## config.mk

```make
export PLATFORM = sky130hd
export DESIGN_NAME = pch_cfg_regs
export DESIGN_NICKNAME = d
export VERILOG_FILES = /design/src/hw/pch_pkg.sv /design/src/hw/pch_acc_if.sv /design/src/hw/pch_cfg_decode.sv /design/src/hw/pch_addr_hit.sv /design/src/hw/pch_cfg_regs.sv
export VERILOG_INCLUDE_DIRS = /design/src /design/src/hw
export SDC_FILE = /design/constraint.sdc
export NUM_CORES = 1
export LEC_CHECK = 0
export BUFFER_PORTS_ARGS = -buffer_cell sky130_fd_sc_hd__buf_4
export CORE_ASPECT_RATIO = 1.4
export CORE_MARGIN = 4
export CORE_UTILIZATION = 50
export CTS_BUF_LIST = sky130_fd_sc_hd__clkbuf_8
export DETAILED_ROUTE_END_ITERATION = 6
export MAX_ROUTING_LAYER = met4
export PLACE_DENSITY = 0.91
export SLEW_MARGIN = 0
export SYNTH_ARGS = -nofsm -noshare
export SYNTH_HDL_FRONTEND = slang
export SYNTH_HIERARCHICAL = 1
export SYNTH_SLANG_ARGS = --single-unit
```

## constraint.sdc

```tcl
create_clock -name mclk_i -period 3.1 [get_ports mclk_i]
set_clock_uncertainty 0.05 [all_clocks]
set_input_delay 0.155 -clock mclk_i [delete_from_list [all_inputs] [get_ports mclk_i]]
set_output_delay 0.155 -clock mclk_i [all_outputs]
set_load 0.005 [all_outputs]
```

## src/hw/pch_defs.svh

```systemverilog
// Offsets, field positions and fixed values of the configuration header bank.
`ifndef PCH_DEFS_SVH
`define PCH_DEFS_SVH
`define PCH_OFF_CMDSTAT 8'h04
`define PCH_OFF_MEMBAR 8'h10
`define PCH_OFF_IOBAR 8'h14
`define PCH_OFF_INTR 8'h3c
`define PCH_CMD_IO_EN 0
`define PCH_CMD_MEM_EN 1
`define PCH_CMD_MASTER 2
`define PCH_CMD_PERR_RESP 6
`define PCH_CMD_SERR_EN 8
`define PCH_ST_CAP66 5
`define PCH_ST_DPAR 8
`define PCH_ST_DEVSEL 9
`define PCH_ST_SIG_TABORT 11
`define PCH_ST_RCV_TABORT 12
`define PCH_ST_RCV_MABORT 13
`define PCH_ST_SIG_SERR 14
`define PCH_ST_PERR_DET 15
`define PCH_ST_LSB 16
`define PCH_DEVSEL_SLOW 2'h2
`define PCH_MEM_TYPE 4'h8
`define PCH_IO_TYPE 2'h1
`define PCH_INT_PIN 8'h01
`define PCH_INT_LINE_RST 8'h00
`define PCH_MEM_SIZE_LOG2 24
`define PCH_IO_SIZE_LOG2 8
`endif

```

## src/hw/pch_pkg.sv

```systemverilog
// Types shared by the configuration header bank modules.
`default_nettype none
package pch_pkg;
  // Bus command codes seen in the address phase.
  typedef enum logic [3:0] {
    pch_op_io_rd = 4'h2,
    pch_op_io_wr = 4'h3,
    pch_op_mem_rd = 4'h6,
    pch_op_mem_wr = 4'h7,
    pch_op_cfg_rd = 4'ha,
    pch_op_cfg_wr = 4'hb
  } pch_op_type;
  // Sticky error flags of the status word.
  typedef struct packed {
    logic perr_det;
    logic sig_serr;
    logic rcv_mabort;
    logic rcv_tabort;
    logic sig_tabort;
    logic dpar_err;
  } pch_flags_type;
endpackage
`default_nettype wire

```

## src/hw/pch_acc_if.sv

```systemverilog
// Decoded configuration access passed from the decoder to the register bank.
`timescale 1ns/1ps
`default_nettype none
interface pch_acc_if;
  logic rd;
  logic wr;
  logic [7:0] off;
  logic [3:0] be;
  logic [31:0] wdata;
  modport src (output rd, output wr, output off, output be, output wdata);
  modport dst (input rd, input wr, input off, input be, input wdata);
endinterface
`default_nettype wire

```

## src/hw/pch_cfg_decode.sv

```systemverilog
// Configuration access decoder: selects this function and forms the access.
`timescale 1ns/1ps
`default_nettype none
module pch_cfg_decode (
  // Raw configuration request
  input wire logic cfg_valid_i,
  input wire logic cfg_idsel_i,
  input wire logic [3:0] cfg_cmd_i,
  input wire logic [31:0] cfg_addr_i,
  input wire logic [3:0] cfg_be_n_i,
  input wire logic [31:0] cfg_wdata_i,
  // Decoded access
  pch_acc_if.src acc
);
  import pch_pkg::*;
  logic sel;
  // The function is chosen only by its ID select with a doubleword-aligned address.
  assign sel = cfg_valid_i & cfg_idsel_i & (cfg_addr_i[1:0] == 2'h0);
  // Read and write are told apart by the command code.
  assign acc.rd = sel & (cfg_cmd_i == pch_op_cfg_rd);
  assign acc.wr = sel & (cfg_cmd_i == pch_op_cfg_wr);
  // Bits 7-2 pick the doubleword; byte enables arrive active low.
  assign acc.off = {cfg_addr_i[7:2], 2'h0};
  assign acc.be = ~cfg_be_n_i;
  assign acc.wdata = cfg_wdata_i;
endmodule
`default_nettype wire

```

## src/hw/pch_addr_hit.sv

```systemverilog
// Address hit comparator for the memory and I/O windows.
`timescale 1ns/1ps
`default_nettype none
`include "pch_defs.svh"
module pch_addr_hit #(
  parameter int MEM_SIZE_LOG2 = `PCH_MEM_SIZE_LOG2,
  parameter int IO_SIZE_LOG2 = `PCH_IO_SIZE_LOG2
) (
  // Clock and reset
  input wire logic mclk_i,
  input wire logic rst_i,
  // Address phase
  input wire logic txn_valid_i,
  input wire logic [3:0] txn_cmd_i,
  input wire logic [31:0] txn_addr_i,
  // Window setup
  input wire logic mem_en_i,
  input wire logic io_en_i,
  input wire logic [31-MEM_SIZE_LOG2:0] mem_base_i,
  input wire logic [31-IO_SIZE_LOG2:0] io_base_i,
  // Hit results
  output logic mem_hit_o,
  output logic io_hit_o
);
  import pch_pkg::*;
  typedef struct packed {
    logic mem_hit;
    logic io_hit;
  } pch_hit_type;
  pch_hit_type s_q, s_d;
  // Tells whether a command code is of the given read/write pair.
  function automatic logic op_pair(input logic [3:0] c, input logic [3:0] rd);
    return (c == rd) || (c == (rd | 4'h1));
  endfunction
  // A hit needs the space enabled, the right command and the upper address bits.
  always_comb begin
    s_d.mem_hit = txn_valid_i & mem_en_i & op_pair(txn_cmd_i, pch_op_mem_rd) &
      (txn_addr_i[31:MEM_SIZE_LOG2] == mem_base_i);
    s_d.io_hit = txn_valid_i & io_en_i & op_pair(txn_cmd_i, pch_op_io_rd) &
      (txn_addr_i[31:IO_SIZE_LOG2] == io_base_i);
  end
  // Hit results are registered.
  always_ff @(posedge mclk_i or posedge rst_i) begin
    if (rst_i) begin
      s_q <= '0;
    end else begin
      s_q <= s_d;
    end
  end
  assign mem_hit_o = s_q.mem_hit;
  assign io_hit_o = s_q.io_hit;
endmodule
`default_nettype wire

```

## src/hw/pch_cfg_regs.sv

```systemverilog
// Configuration header register bank: command, status, windows and interrupt.
`timescale 1ns/1ps
`default_nettype none
`include "pch_defs.svh"
module pch_cfg_regs #(
  parameter int MEM_SIZE_LOG2 = `PCH_MEM_SIZE_LOG2,
  parameter int IO_SIZE_LOG2 = `PCH_IO_SIZE_LOG2,
  parameter bit CAP_66MHZ = 1'b0
) (
  // Clock and reset
  input wire logic mclk_i,
  input wire logic rst_i,
  // Configuration access
  input wire logic cfg_valid_i,
  input wire logic cfg_idsel_i,
  input wire logic [3:0] cfg_cmd_i,
  input wire logic [31:0] cfg_addr_i,
  input wire logic [3:0] cfg_be_n_i,
  input wire logic [31:0] cfg_wdata_i,
  output logic [31:0] cfg_rdata_o,
  output logic cfg_rvalid_o,
  // Address phase of memory and I/O transactions
  input wire logic txn_valid_i,
  input wire logic [3:0] txn_cmd_i,
  input wire logic [31:0] txn_addr_i,
  output logic mem_hit_o,
  output logic io_hit_o,
  // Error events from target and DMA master logic
  input wire logic dpar_err_i,
  input wire logic tabort_sig_i,
  input wire logic dma_tabort_i,
  input wire logic dma_mabort_i,
  input wire logic serr_req_i,
  input wire logic perr_req_i,
  // Error pins and controls
  output logic serr_o,
  output logic serr_oe_o,
  output logic perr_o,
  output logic perr_oe_o,
  output logic parity_check_en_o,
  output logic mem_space_en_o,
  output logic io_space_en_o
);
  import pch_pkg::*;

  // Widths of the writable base fields follow the window sizes.
  localparam int MW = 32 - MEM_SIZE_LOG2;
  localparam int IW = 32 - IO_SIZE_LOG2;

  typedef struct packed {
    logic io_en;
    logic mem_en;
    logic perr_resp;
    logic serr_en;
    pch_flags_type flags;
    logic [MW-1:0] mem_base;
    logic [IW-1:0] io_base;
    logic [7:0] int_line;
    logic [31:0] rdata;
    logic rvalid;
  } pch_state_type;

  pch_state_type s_q, s_d;
  pch_acc_if acc ();
  logic [15:0] cmd_w;
  logic [15:0] stat_w;
  logic [31:0] mem_w;
  logic [31:0] io_w;
  logic [31:0] int_w;
  logic [31:0] clr;
  logic [31:0] m;

  // Expands byte enables to a bit mask.
  function automatic logic [31:0] lane_mask(input logic [3:0] be);
    return {{8{be[3]}}, {8{be[2]}}, {8{be[1]}}, {8{be[0]}}};
  endfunction

  // Replaces only the enabled bytes of a word.
  function automatic logic [31:0] wr_merge(input logic [31:0] old, input logic [31:0] wd,
                                           input logic [3:0] be);
    return (old & ~lane_mask(be)) | (wd & lane_mask(be));
  endfunction

  // Next value of a sticky flag; a new event beats a clear in the same cycle.
  function automatic logic w1c(input logic old, input logic set, input logic clr_b);
    return set | (old & ~clr_b);
  endfunction

  // Selects this function and forms the decoded access.
  pch_cfg_decode u_decode (
    .cfg_valid_i(cfg_valid_i),
    .cfg_idsel_i(cfg_idsel_i),
    .cfg_cmd_i(cfg_cmd_i),
    .cfg_addr_i(cfg_addr_i),
    .cfg_be_n_i(cfg_be_n_i),
    .cfg_wdata_i(cfg_wdata_i),
    .acc(acc.src)
  );

  // Compares transaction addresses against the programmed windows.
  pch_addr_hit #(
    .MEM_SIZE_LOG2(MEM_SIZE_LOG2),
    .IO_SIZE_LOG2(IO_SIZE_LOG2)
  ) u_hit (
    .mclk_i(mclk_i),
    .rst_i(rst_i),
    .txn_valid_i(txn_valid_i),
    .txn_cmd_i(txn_cmd_i),
    .txn_addr_i(txn_addr_i),
    .mem_en_i(s_q.mem_en),
    .io_en_i(s_q.io_en),
    .mem_base_i(s_q.mem_base),
    .io_base_i(s_q.io_base),
    .mem_hit_o(mem_hit_o),
    .io_hit_o(io_hit_o)
  );

  // Read views of every register, with fixed bits filled in.
  always_comb begin
    cmd_w = 16'h0000;
    cmd_w[`PCH_CMD_IO_EN] = s_q.io_en;
    cmd_w[`PCH_CMD_MEM_EN] = s_q.mem_en;
    cmd_w[`PCH_CMD_MASTER] = 1'b1;
    cmd_w[`PCH_CMD_PERR_RESP] = s_q.perr_resp;
    cmd_w[`PCH_CMD_SERR_EN] = s_q.serr_en; // Remaining bits stay zero.
    stat_w = 16'h0000; // Reserved bits read zero; CAP_66MHZ and the DEVSEL timing are filled in below.
    stat_w[`PCH_ST_CAP66] = CAP_66MHZ;
    stat_w[`PCH_ST_DPAR] = s_q.flags.dpar_err;
    stat_w[`PCH_ST_DEVSEL +: 2] = `PCH_DEVSEL_SLOW;
    stat_w[`PCH_ST_SIG_TABORT] = s_q.flags.sig_tabort;
    stat_w[`PCH_ST_RCV_TABORT] = s_q.flags.rcv_tabort;
    stat_w[`PCH_ST_RCV_MABORT] = s_q.flags.rcv_mabort;
    stat_w[`PCH_ST_SIG_SERR] = s_q.flags.sig_serr;
    stat_w[`PCH_ST_PERR_DET] = s_q.flags.perr_det;
    mem_w = {s_q.mem_base, {(MEM_SIZE_LOG2-4){1'b0}}, `PCH_MEM_TYPE};
    io_w = {s_q.io_base, {(IO_SIZE_LOG2-2){1'b0}}, `PCH_IO_TYPE};
    int_w = {16'h0000, s_q.int_line, `PCH_INT_PIN};
  end

  // Bits that a status write asks to clear; only ones in enabled lanes count.
  always_comb begin
    clr = 32'h0000_0000;
    if (acc.wr && (acc.off == `PCH_OFF_CMDSTAT)) begin
      clr = acc.wdata & lane_mask(acc.be);
    end
  end

  // Next state: configuration writes, flag updates and read capture.
  always_comb begin
    s_d = s_q;
    s_d.rvalid = 1'b0;
    m = 32'h0000_0000;
    if (acc.wr) begin
      case (acc.off)
        `PCH_OFF_CMDSTAT: begin
          // Only the command lanes carry stored bits.
          m = wr_merge({16'h0000, cmd_w}, acc.wdata, acc.be & 4'h3);
          s_d.io_en = m[`PCH_CMD_IO_EN];
          s_d.mem_en = m[`PCH_CMD_MEM_EN];
          s_d.perr_resp = m[`PCH_CMD_PERR_RESP];
          s_d.serr_en = m[`PCH_CMD_SERR_EN];
        end
        `PCH_OFF_MEMBAR: begin
          m = wr_merge(mem_w, acc.wdata, acc.be);
          s_d.mem_base = m[31:MEM_SIZE_LOG2];
        end
        `PCH_OFF_IOBAR: begin
          m = wr_merge(io_w, acc.wdata, acc.be);
          s_d.io_base = m[31:IO_SIZE_LOG2];
        end
        `PCH_OFF_INTR: begin
          m = wr_merge(int_w, acc.wdata, acc.be);
          s_d.int_line = m[15:8]; // Stored only, never used inside.
        end
        default: begin
          m = 32'h0000_0000;
        end
      endcase
    end
    // Sticky flags; parity detection is ignored while parity response is off.
    s_d.flags.dpar_err = w1c(s_q.flags.dpar_err, dpar_err_i & s_q.perr_resp,
      clr[`PCH_ST_LSB+`PCH_ST_DPAR]);
    s_d.flags.sig_tabort = w1c(s_q.flags.sig_tabort, tabort_sig_i,
      clr[`PCH_ST_LSB+`PCH_ST_SIG_TABORT]);
    s_d.flags.rcv_tabort = w1c(s_q.flags.rcv_tabort, dma_tabort_i,
      clr[`PCH_ST_LSB+`PCH_ST_RCV_TABORT]);
    s_d.flags.rcv_mabort = w1c(s_q.flags.rcv_mabort, dma_mabort_i,
      clr[`PCH_ST_LSB+`PCH_ST_RCV_MABORT]);
    s_d.flags.sig_serr = w1c(s_q.flags.sig_serr, serr_oe_o,
      clr[`PCH_ST_LSB+`PCH_ST_SIG_SERR]);
    s_d.flags.perr_det = w1c(s_q.flags.perr_det, perr_oe_o,
      clr[`PCH_ST_LSB+`PCH_ST_PERR_DET]);
    // Reads return the register one cycle after the access; unmapped reads give zero.
    if (acc.rd) begin
      s_d.rvalid = 1'b1;
      case (acc.off)
        `PCH_OFF_CMDSTAT: s_d.rdata = {stat_w, cmd_w};
        `PCH_OFF_MEMBAR: s_d.rdata = mem_w;
        `PCH_OFF_IOBAR: s_d.rdata = io_w;
        `PCH_OFF_INTR: s_d.rdata = int_w;
        default: s_d.rdata = 32'h0000_0000;
      endcase
    end
  end

  // State register; every control bit and flag clears at reset.
  always_ff @(posedge mclk_i or posedge rst_i) begin
    if (rst_i) begin
      s_q <= '0;
      s_q.int_line <= `PCH_INT_LINE_RST;
    end else begin
      s_q <= s_d;
    end
  end

  // Error pins drive low only when their enables allow it.
  assign serr_oe_o = s_q.serr_en & serr_req_i;
  assign perr_oe_o = s_q.perr_resp & perr_req_i;
  assign serr_o = 1'b0;
  assign perr_o = 1'b0;
  assign parity_check_en_o = s_q.perr_resp;
  assign mem_space_en_o = s_q.mem_en;
  assign io_space_en_o = s_q.io_en;
  assign cfg_rdata_o = s_q.rdata;
  assign cfg_rvalid_o = s_q.rvalid;

  // Checks on the bank's behaviour.
  property p_io_gate;
    @(posedge mclk_i) disable iff (rst_i)
    io_hit_o |-> $past(s_q.io_en) && $past(txn_addr_i[31:IO_SIZE_LOG2]) == $past(s_q.io_base);
  endproperty
  a_io_gate: assert property (p_io_gate) else $error("I/O hit without enable or match");

  property p_mem_gate;
    @(posedge mclk_i) disable iff (rst_i)
    mem_hit_o |-> $past(s_q.mem_en) && $past(txn_addr_i[31:MEM_SIZE_LOG2]) == $past(s_q.mem_base);
  endproperty
  a_mem_gate: assert property (p_mem_gate) else $error("Memory hit without enable or match");

  property p_cmd_fixed;
    @(posedge mclk_i) disable iff (rst_i)
    acc.rd && acc.off == `PCH_OFF_CMDSTAT |=> cfg_rvalid_o && cfg_rdata_o[2] &&
      (cfg_rdata_o[15:0] & 16'hfeb8) == 16'h0000;
  endproperty
  a_cmd_fixed: assert property (p_cmd_fixed) else $error("Fixed command bits wrong");

  property p_stat_fixed;
    @(posedge mclk_i) disable iff (rst_i)
    acc.rd && acc.off == `PCH_OFF_CMDSTAT |=> cfg_rdata_o[20:16] == 5'h00 &&
      cfg_rdata_o[23:22] == 2'h0 && cfg_rdata_o[21] == CAP_66MHZ && cfg_rdata_o[26:25] == 2'h2;
  endproperty
  a_stat_fixed: assert property (p_stat_fixed) else $error("Fixed status bits wrong");

  property p_bar_low;
    @(posedge mclk_i) disable iff (rst_i)
    acc.rd && acc.off == `PCH_OFF_MEMBAR |=> cfg_rdata_o[MEM_SIZE_LOG2-1:0] == 4'h8;
  endproperty
  a_bar_low: assert property (p_bar_low) else $error("Memory window low bits wrong");

  property p_io_low;
    @(posedge mclk_i) disable iff (rst_i)
    acc.rd && acc.off == `PCH_OFF_IOBAR |=> cfg_rdata_o[IO_SIZE_LOG2-1:0] == 2'h1;
  endproperty
  a_io_low: assert property (p_io_low) else $error("I/O window low bits wrong");

  property p_int_pin;
    @(posedge mclk_i) disable iff (rst_i)
    acc.rd && acc.off == `PCH_OFF_INTR |=> cfg_rdata_o[7:0] == 8'h01;
  endproperty
  a_int_pin: assert property (p_int_pin) else $error("Interrupt pin field wrong");

  property p_int_line;
    @(posedge mclk_i) disable iff (rst_i)
    acc.wr && acc.off == `PCH_OFF_INTR && acc.be[1] |=> s_q.int_line == $past(acc.wdata[15:8]);
  endproperty
  a_int_line: assert property (p_int_line) else $error("Interrupt line not stored");

  property p_parity_off;
    @(posedge mclk_i) disable iff (rst_i)
    !s_q.perr_resp && !s_q.flags.dpar_err |=> !s_q.flags.dpar_err;
  endproperty
  a_parity_off: assert property (p_parity_off) else $error("Parity flag set while ignored");

  property p_serr_off;
    @(posedge mclk_i) disable iff (rst_i)
    !s_q.serr_en |-> !serr_oe_o;
  endproperty
  a_serr_off: assert property (p_serr_off) else $error("SERR driven while disabled");

  property p_sticky;
    @(posedge mclk_i) disable iff (rst_i)
    s_q.flags.rcv_mabort && !clr[`PCH_ST_LSB+`PCH_ST_RCV_MABORT] |=> s_q.flags.rcv_mabort;
  endproperty
  a_sticky: assert property (p_sticky) else $error("Master abort flag lost");

  property p_set_wins;
    @(posedge mclk_i) disable iff (rst_i)
    tabort_sig_i && clr[`PCH_ST_LSB+`PCH_ST_SIG_TABORT] |=> s_q.flags.sig_tabort;
  endproperty
  a_set_wins: assert property (p_set_wins) else $error("Abort event lost to a clear");

  property p_w1c;
    @(posedge mclk_i) disable iff (rst_i)
    !serr_oe_o && clr[`PCH_ST_LSB+`PCH_ST_SIG_SERR] |=> !s_q.flags.sig_serr;
  endproperty
  a_w1c: assert property (p_w1c) else $error("Status flag not cleared by one");

  property p_perr_flag;
    @(posedge mclk_i) disable iff (rst_i)
    perr_oe_o |=> s_q.flags.perr_det ##1 (s_q.flags.perr_det || $past(clr[31]));
  endproperty
  a_perr_flag: assert property (p_perr_flag) else $error("PERR flag not set");

  // Main scenarios.
  c_cfg_read: cover property (@(posedge mclk_i) disable iff (rst_i) acc.rd ##1 cfg_rvalid_o);
  c_mem_hit: cover property (@(posedge mclk_i) disable iff (rst_i) acc.wr ##[1:20] mem_hit_o);
  c_io_hit: cover property (@(posedge mclk_i) disable iff (rst_i) acc.wr ##[1:20] io_hit_o);
  c_flag_clr: cover property (@(posedge mclk_i) disable iff (rst_i)
    s_q.flags.dpar_err ##1 !s_q.flags.dpar_err);
endmodule
`default_nettype wire

```

==> results of run 1 <==
[layout make-up]
cell class | count | area, um2 | area share
Tap cell | 105 | 131 | 0.0244
Clock buffer | 9 | 124 | 0.0230
Inverter | 35 | 131 | 0.0244
Sequential cell | 82 | 2050 | 0.381
Clock inverter | 7 | 52.6 | 0.00975
Timing Repair Buffer | 156 | 1250 | 0.233
Multi-Input combinational cell | 207 | 1640 | 0.305
[power breakdown]
part / total [mW] / internal [mW] / switching (mW) / leakage [nW]
Combinational: 0.329 / 0.191 / 0.138 / 1.60
Clock: 0.709 / 0.296 / 0.413 / 0.0900
Sequential: 1.15 / 1.12 / 0.0302 / 1.02
[path summary, 6_finish.rpt]
| check | from | cells after the start | slack [ns] | end |
|---|---|---|---|---|
| max in group asynchronous | rst_i | 4 | 1.76 | async pin |
| min | txn_addr_i[21] | 4 | 0.05 | u_hit/io_hit_o$_DFF_PP0_ |
| min in group asynchronous | rst_i | 3 | 0.15 | u_hit/io_hit_o$_DFF_PP0_ |
| min reg2reg | s_q[77]$_DFF_PP0_ | 1 | 0.43 | s_q[77]$_DFF_PP0_ |
| max | cfg_addr_i[7] | 5 | 1.08 | flip-flop |
| max reg2reg | flip-flop | 4 | 1.45 | u_hit/io_hit_o$_DFF_PP0_ |
[worst max-delay path: cells and delay by family]
family | cells | cell delay, ns
buffers and inverters | 1 | 0.11
multiplexers | 1 | 0.40
AND/OR/NAND/NOR | 3 | 1.55
[metal layers]
layer  global-route usage  up-vias
li1                     -     1484
met1                0.268     1624
met2                0.379      145
met3               0.0443       38
met4                0.137        0
met5                    -        -
[repair_timing]
| item | in CTS | in global routing |
|---|---|---|
| resized for setup | 0 | 0 |
| endpoints found under the hold margin | 79 | 0 |
| hold buffers | 33 | 0 |
==> summary.md, run 1 <==
| Metric | Value |
|---|---|
| Setup bufs post-CTS | `0` |
| Placeable Area | `8560 um2` |
| Initial Utilization | `0.512` |
| 1st-pass router iterations | `4` |
| Vias in the first global route | `3507` |
| Clock buffer depth | `2` |
| Status | `finished, final reports clean` |
| Critical path data arrival time | `2.22 ns` |
| Synth-to-Final Area Change | `22.9%` |
| Final HPWL DP | `8.22 mm` |
| Most common cell after layout, fill and taps aside | `buf_4` |
| Placement-stage cell area | `4880 um2` |
| RSZ-0062 raised after global routing | `false` |
| H-tree depth | `3` |
| Synth warnings | `6` |
| Sum of negative setup slack | `0 ns` |
| Number of cell rows | `40` |
| Max layer used | `met4` |
| Worst-skew pair later-pin latency | `0.37 ns` |
| Vias | `3291` |
| Inserted Clock Buffers | `9` |
| DP Worst Slack | `0.731 ns` |
| Port Buffer Count | `117` |
| Wire length per cell | `18.8 um` |
| Crit path kind | `in -> reg` |
| Die W | `87.2 um` |
| Worst setup margin | `1.08 ns` |
| First-pass GRT wire length | `17.9 mm` |
| Power consumption | `2.19 mW` |
| Worst Setup Start Kind | `input port` |
| Met3 WL post-DR | `695 um` |
| Final cell count without fillers | `601` |
| Hold WS | `0.0470 ns` |
| Grt total ovfl | `0` |
| CP required | `3.30 ns` |
| Tcrit/Tclk final | `0.650` |
| Tmin final | `2.02 ns` |
| Number of fill cells | `647` |
| DR DRC count | `0` |
| Reg clk slew, reported paths | `0.09 ns` |
| Power density over the cells | `406 nW/um2` |
| Final-report setup violation count | `0` |
| Max incr delay on CP | `0.67 ns` |
| Worst-Margin Slew | `0.781 ns` |
| Final ANT Viol Nets | `0` |
| Worst min path class | `in -> reg` |
| Peak VDD IR | `291 uV` |
| GPL Wtd Cong | `0.845` |
| Critical-path cell list | `buf_4 > or4_1 > nor3_1 > and3_1 > mux2_2` |
| Average size of a mapped cell | `10.9 um2` |
| Placed Cells incl. Taps | `552` |
| Syn Inst Count | `402` |
| GRT Total Usage | `0.235` |
| Layout Utilization | `0.630` |
| Die height | `119 um` |
| Initial antenna violation count | `0` |
| Fmax achieved | `496 MHz` |
| Most frequent cells in the layout | `123 x buf_4, 82 x dfrtp_1, 52 x mux2_2` |
| Share of cells above drive strength 1 | `0.407` |
| Vias per cell | `5.48` |
| Wirelength, routed | `11.3 mm` |
| Leakage power | `2.71 nW` |
| Max Slew Vio Count | `0` |
| Crit Path Max Fanout | `8` |
| Die footprint | `10400 um2` |
| Largest net degree at the start of global routing | `33` |
| CTS tree | `yes` |
| Fin nets | `610` |
| Post-synthesis cell area | `4390 um2` |
| # diodes | `0` |
| Final hold vios | `0` |
| Ports | `161` |
| Root buffer cell | `clkbuf_8` |
| Met1 WL | `4.12 mm` |
| Max cap viols | `0` |
| Initial DRC Count | `171` |
| Slew margin rel. | `0.475` |
| Crit-path slowest cell | `or4_1` |
| Clock sinks | `82` |
| Crit. End Element | `flip-flop` |
| Met2 Wirelength | `5.90 mm` |
| Finished Cell Area | `5390 um2` |
No activity file was read; power rests on OpenSTA's default activity.
==> inputs of run 2 (changes only) <==
--- a/config.mk
+++ b/config.mk
@@ -9,11 +9,11 @@
 export BUFFER_PORTS_ARGS = -buffer_cell sky130_fd_sc_hd__buf_4
 export CORE_ASPECT_RATIO = 1.4
 export CORE_MARGIN = 4
-export CORE_UTILIZATION = 50
+export CORE_UTILIZATION = 47
 export CTS_BUF_LIST = sky130_fd_sc_hd__clkbuf_8
 export DETAILED_ROUTE_END_ITERATION = 6
 export MAX_ROUTING_LAYER = met4
-export PLACE_DENSITY = 0.91
+export PLACE_DENSITY = 0.89
 export SLEW_MARGIN = 0
 export SYNTH_ARGS = -nofsm -noshare
 export SYNTH_HDL_FRONTEND = slang
==> constraint.sdc (replaced) <==
create_clock -name mclk_i -period 1.6 [get_ports mclk_i]
set_clock_uncertainty 0.05 [all_clocks]
set_input_delay 0.08 -clock mclk_i [delete_from_list [all_inputs] [get_ports mclk_i]]
set_output_delay 0.08 -clock mclk_i [all_outputs]
set_load 0.005 [all_outputs]
==> summary.md, run 2 (synthesis results as in run 1) <==
| Metric | Value |
|---|---|
| Status | `finished, final reports clean` |
| Power density over the cells | `780 nW/um2 (+92%)` |
| Most common cell after layout, fill and taps aside | `buf_4` |
| Placeable Area | `9080 um2 (+6.1%)` |
| Synth-to-Final Area Change | `36.9%` |
| Final-report setup violation count | `0 (unchanged)` |
| Crit. End Element | `flip-flop` |
| Initial DRC Count | `161 (-5.8%)` |
| 1st-pass router iterations | `4 (unchanged)` |
| GRT Total Usage | `0.232 (-0.00251)` |
| Critical-path cell list | `xor2_1 > nor4_2 > buf_4 > nand3_4 > nor4_4` |
| Vias in the first global route | `3582 (+2.1%)` |
| Ports | `161 (unchanged)` |
| Max incr delay on CP | `0.41 ns (-0.26 ns)` |
| Final HPWL DP | `8.79 mm (+6.9%)` |
| # diodes | `0 (unchanged)` |
| Die height | `122 um (+2.9%)` |
| Crit path kind | `reg -> reg` |
| Initial antenna violation count | `0 (unchanged)` |
| Placement-stage cell area | `5280 um2 (+8.0%)` |
| Port Buffer Count | `117 (unchanged)` |
| Tmin final | `1.51 ns` |
| Worst-skew pair later-pin latency | `0.37 ns (about the same)` |
| Gate power share | `0.152 (about the same)` |
| Power consumption | `4.68 mW (+110%)` |
| Max cap viols | `0 (unchanged)` |
| Inserted Clock Buffers | `9 (unchanged)` |
| Clock sinks | `82 (unchanged)` |
| Most frequent cells in the layout | `153 x buf_4, 82 x dfrtp_1, 39 x dlygate4sd3_1` |
| Wirelength, routed | `12.3 mm (+8.9%)` |
| Worst-Margin Slew | `0.534 ns (-0.247 ns)` |
| Sequential share of power | `0.475 (-0.050)` |
| Number of fill cells | `616 (-4.8%)` |
| CTS tree | `yes` |
| NetSw | `1.10 mW (+90%)` |
| Fmax achieved | `663 MHz` |
| Peak VDD IR | `587 uV (+100%)` |
| Final hold vios | `0 (unchanged)` |
| Sw Share | `0.235 (-0.0304)` |
| Fin nets | `651 (+6.7%)` |
| Final ANT Viol Nets | `0 (unchanged)` |
| Share of cells above drive strength 1 | `0.454 (+0.0469)` |
| FF+latch area | `2050 um2 (unchanged)` |
| CP required | `1.82 ns (-1.48 ns)` |
| DR DRC count | `0 (unchanged)` |
| Vias per cell | `5.28 (-3.5%)` |
| Critical path data arrival time | `1.73 ns (-0.49 ns)` |
| Largest net degree at the start of global routing | `43 (+30%)` |
| Leakage power | `3.01 nW (+11%)` |
| Die footprint | `11000 um2 (+5.9%)` |
| P_int | `3.58 mW (+120%)` |
| Worst Setup Start Kind | `flip-flop` |
| H-tree depth | `3 (unchanged)` |
| Multi-input logic area | `1820 um2 (+11%)` |
| Finished Cell Area | `6000 um2 (+11%)` |
| GPL Wtd Cong | `0.910 (+7.7%)` |
| Clock share of power | `0.373 (+0.049)` |
| Worst min path class | `in -> reg` |
| Grt total ovfl | `0 (unchanged)` |
| Clock buffer depth | `2 (unchanged)` |
| Die W | `89.6 um (+2.9%)` |
| Vias | `3391 (+3.0%)` |
| Initial Utilization | `0.483 (-0.0294)` |
| Reg clk slew, reported paths | `0.08 ns (about the same)` |
| Wire length per cell | `19.2 um (+1.9%)` |
| Crit-path slowest cell | `dfrtp_1` |
| Max Slew Vio Count | `0 (unchanged)` |
| Root buffer cell | `clkbuf_8` |
| Slew margin rel. | `0.644 (+0.169)` |
| Tcrit/Tclk final | `0.943` |
| Crit Path Max Fanout | `3 (-5)` |
| First-pass GRT wire length | `18.2 mm (+1.7%)` |
| Number of cell rows | `41 (+2.5%)` |
[run 2: cell types whose count changed in the layout (fill, tap and decap cells not counted), moves of 3 or more]
cell,previous run,this run
buf_12,0,5
buf_4,123,153
bufinv_16,0,3
dlygate4sd3_1,33,39
mux2_2,52,36
mux2_4,0,16
nor3_4,0,4
nor4_1,6,2
nor4_4,1,4
[run 2: final cells by class]
cell class | instances | area share
clock buffers | 9 | 0.0206
clock inverters | 5 | 0.0163
inverters | 35 | 0.0225
multi-input cells | 207 | 0.303
flip-flops and latches | 82 | 0.342
well taps | 107 | 0.0223
repair buffers | 197 | 0.273
[run 2: path summary, 6_finish.rpt]
kind / end / slack [ns] / from / depth (start not counted)
worst min-delay path: s_q[78]$_DFF_PP0_ / 0.03 / perr_req_i / 3
worst min register to register: s_q[75]$_DFF_PP0_ / 0.44 / s_q[75]$_DFF_PP0_ / 1
min in group asynchronous: u_hit/io_hit_o$_DFF_PP0_ / 0.09 / rst_i / 3
worst max-delay path: u_hit/io_hit_o$_DFF_PP0_ / 0.09 / flip-flop / 5
max in group asynchronous: async pin / 0.73 / rst_i / 4
worst max register to register: u_hit/io_hit_o$_DFF_PP0_ / 0.09 / flip-flop / 5
[run 2: power by group through the flow]
| stage | sequential (mW) | combinational [mW] | clock, mW |
|---|---|---|---|
| 2_1_floorplan | 2.24 | 0.415 | 0 |
| 3_3_place_gp | 2.25 | 0.594 | 0 |
| 3_5_place_dp | 2.26 | 0.610 | 0 |
| 4_1_cts | 2.22 | 0.691 | 1.74 |
| 5_1_grt | 2.23 | 0.768 | 1.84 |
| 6_report | 2.22 | 0.709 | 1.75 |
[run 2: through the flow]
step | utilization | setup slack [ns] | hold WS, ns | setup TNS [ns] | cells
after floorplan | - | -0.185 | -0.229 | -4.69 | 407
after global placement | 0.581 | -0.227 | -0.0906 | -8.77 | 584
after detailed placement | 0.581 | -0.279 | -0.0866 | -11.30 | 584
after CTS | 0.649 | 0.0640 | 0.0210 | 0 | 637
after global routing | 0.661 | -0.0104 | 0.0413 | -0.0104 | 642
final | 0.661 | 0.0917 | 0.0298 | 0 | 642
[run 2: repair_timing]
action / in CTS / in global routing
setup buffers: 0 / 5
pin swaps: 1 / 8
hold buffers: 39 / 0
resized for setup: 1 / 10
endpoints found under the setup margin: 1 / 1
endpoints found under the hold margin: 134 / 0
[run 2: routing by layer]
layer | GRT usage | vias up | share of wire
met1 | 0.264 | 1666 | 0.38
met4 | 0.145 | 0 | 0.051
met2 | 0.374 | 132 | 0.52
met5 | - | - | 0
met3 | 0.0396 | 39 | 0.047
li1 | - | 1554 | -
[run 2: worst max-delay path: cells and delay by family (launching register included)]
| kind | cells | cell delay [ns] |
|---|---|---|
| and+or+nand+nor | 3 | 0.58 |
| DFF | 1 | 0.41 |
| xor gates and xnor gates | 1 | 0.20 |
| buffers and inverters | 1 | 0.17 |
==> inputs of run 3 (changes only) <==
==> constraint.sdc (replaced) <==
create_clock -name mclk_i -period 1.6 [get_ports mclk_i]
set_clock_uncertainty 0.05 [all_clocks]
set_input_delay 0.32 -clock mclk_i [delete_from_list [all_inputs] [get_ports mclk_i]]
set_output_delay 0.32 -clock mclk_i [all_outputs]
set_load 0.005 [all_outputs]
==> summary.md, run 3 (synthesis results as in run 1) <==
| Metric | Value |
|---|---|
| Most common cell after layout, fill and taps aside | `buf_4` |
| Die footprint | `11000 um2 (unchanged)` |
| DP Worst Slack | `-0.488 ns (-0.209 ns)` |
| Wire length per cell | `18.5 um (-3.3%)` |
| Die W | `89.6 um (unchanged)` |
| Initial DRC Count | `106 (-34%)` |
| GPL Wtd Cong | `0.889 (-2.3%)` |
| Inserted Clock Buffers | `9 (unchanged)` |
| Worst min path class | `in -> reg` |
| Final-report setup violation count | `26 (+26)` |
| CTS tree | `yes` |
| # diodes | `0 (unchanged)` |
| Port Buffer Count | `117 (unchanged)` |
| Root buffer cell | `clkbuf_8` |
| Vias per cell | `5.34 (+1.1%)` |
| R2R depth | `4 (-1)` |
| Clock sinks | `82 (unchanged)` |
| Largest net degree at the start of global routing | `81 (+88%)` |
| Vias in the first global route | `3469 (-3.2%)` |
| Clock buffer depth | `2 (unchanged)` |
| Synth-to-Final Area Change | `31.9%` |
| Initial antenna violation count | `0 (unchanged)` |
| RSZ-0062 raised after global routing | `true` |
| Worst-skew pair later-pin latency | `0.37 ns (about the same)` |
| Sum of negative setup slack | `-0.442 ns (-0.442 ns)` |
| Clock share of power | `0.351 (-0.022)` |
| Share of cells above drive strength 1 | `0.530 (+0.0762)` |
| Sw Share | `0.248 (+0.0122)` |
| Grt total ovfl | `0 (unchanged)` |
| Peak VDD IR | `481 uV (-18%)` |
| Final hold vios | `0 (unchanged)` |
| First-pass GRT wire length | `17.1 mm (-5.7%)` |
| Crit Path Max Fanout | `3 (unchanged)` |
| Fin nets | `623 (-4.3%)` |
| Crit. End Element | `flip-flop` |
| DR DRC count | `0 (unchanged)` |
| Fmax achieved | `605 MHz (-8.7%)` |
| Hold Crit Endpoint | `s_q[75]$_DFF_PP0_` |
| Vias | `3290 (-3.0%)` |
| Critical path data arrival time | `1.87 ns (+0.14 ns)` |
| Placeable Area | `9080 um2 (unchanged)` |
| NetSw | `1.10 mW (-0.56%)` |
| Tmin final | `1.65 ns (+0.144 ns)` |
| Reg clk slew, reported paths | `0.08 ns (about the same)` |
| Gate power share | `0.148 (-0.004)` |
| Crit path kind | `reg -> reg` |
| Reg2Reg Setup Slack | `-0.05 ns (-0.14 ns)` |
| Max Slew Vio Count | `0 (unchanged)` |
| Placed Cells incl. Taps | `592 (+1.4%)` |
| Initial Utilization | `0.483 (unchanged)` |
| Sequential share of power | `0.501 (+0.026)` |
| Number of cell rows | `41 (unchanged)` |
| Failing checks | `negative setup slack` |
| Worst setup margin | `-0.0525 ns (-0.144 ns)` |
| Most frequent cells in the layout | `159 x buf_4, 82 x dfrtp_1, 36 x mux2_2` |
| 1st-pass router iterations | `4 (unchanged)` |
| GRT Total Usage | `0.217 (-0.0151)` |
| CP required | `1.82 ns (about the same)` |
| Status | `finished with violations` |
| Power density over the cells | `765 nW/um2 (-1.8%)` |
| Final ANT Viol Nets | `0 (unchanged)` |
| Tcrit/Tclk final | `1.03 (+0.0901)` |
| Worst Setup Start Kind | `flip-flop` |
| H-tree depth | `3 (unchanged)` |
| Leakage power | `2.89 nW (-3.9%)` |
| Max cap viols | `0 (unchanged)` |
| Hold path start | `dma_tabort_i` |
| Final cell count without fillers | `616 (-4.0%)` |
| Final HPWL DP | `8.63 mm (-1.8%)` |
| Wirelength, routed | `11.4 mm (-7.2%)` |
| Hold path depth | `2 (-1)` |
| RR Endpoint | `u_hit/io_hit_o$_DFF_PP0_` |
| Ports | `161 (unchanged)` |
| P_int | `3.33 mW (-7.0%)` |
| Die height | `122 um (unchanged)` |
[run 3: critical path, cell delays in order, from the launching register on]
cell and delay (ns):
dfrtp_1 0.43, xor2_1 0.20, nor4_2 0.44, nand3_4 0.13, nor4_4 0.30
[run 3: worst max-delay path by stage]
| stage | start | endpoint | slack (ns) | depth (start not counted) |
|---|---|---|---|---|
| floorplan | cfg_addr_i[0] | flip-flop | -0.43 | 5 |
| global placement | cfg_addr_i[0] | flip-flop | -0.42 | 7 |
| detailed placement | cfg_addr_i[0] | flip-flop | -0.49 | 7 |
| CTS | cfg_addr_i[7] | flip-flop | -0.02 | 6 |
| global route | flip-flop | u_hit/io_hit_o$_DFF_PP0_ | -0.12 | 4 |
| finish | flip-flop | u_hit/io_hit_o$_DFF_PP0_ | -0.05 | 4 |
[run 3: what timing repair did]
item,4_1_cts,5_1_grt
hold buffers,1,0
endpoints found under the hold margin,2,0
cloned,0,0
setup endpoints to repair,26,34
buffers inserted,3,4
pin swaps,1,6
resized for setup,6,10
[run 3: stage by stage]
step | power [mW] | util | instance area (um2) | hold WS (ns)
6_report | 4.42 | 0.637 | 5780 | 0.0800
5_1_grt | 4.61 | 0.637 | 5780 | 0.0918
4_1_cts | 4.44 | 0.627 | 5700 | 0.0726
3_5_place_dp | 2.90 | 0.597 | 5420 | 0.156
3_3_place_gp | 2.88 | 0.597 | 5420 | 0.151
2_1_floorplan | 2.67 | - | 4630 | 0.0112
[run 3: area by class of cell]
cell class | count | area, um2
inverter | 35 | 135
timing repair buffer | 169 | 1360
clock inverter | 5 | 53.8
clock buffer | 11 | 151
tap | 107 | 134
multi-input combinational | 207 | 1900
sequential | 82 | 2050
fill | 690 | 3300
[run 3: power groups by stage]
stage	clock (mW)	combinational, mW	sequential, mW
after CTS	1.57	0.653	2.22
final	1.55	0.656	2.22
after global placement	0	0.622	2.26
after floorplan	0	0.425	2.24
after detailed placement	0	0.639	2.26
after global routing	1.66	0.715	2.23
[run 3: per-layer routing]
layer	GRT usage	up-vias	share of wire
met5	-	-	0
met4	0.138	0	0.051
met3	0.0390	40	0.053
met2	0.341	127	0.52
met1	0.254	1619	0.37
li1	-	1504	-
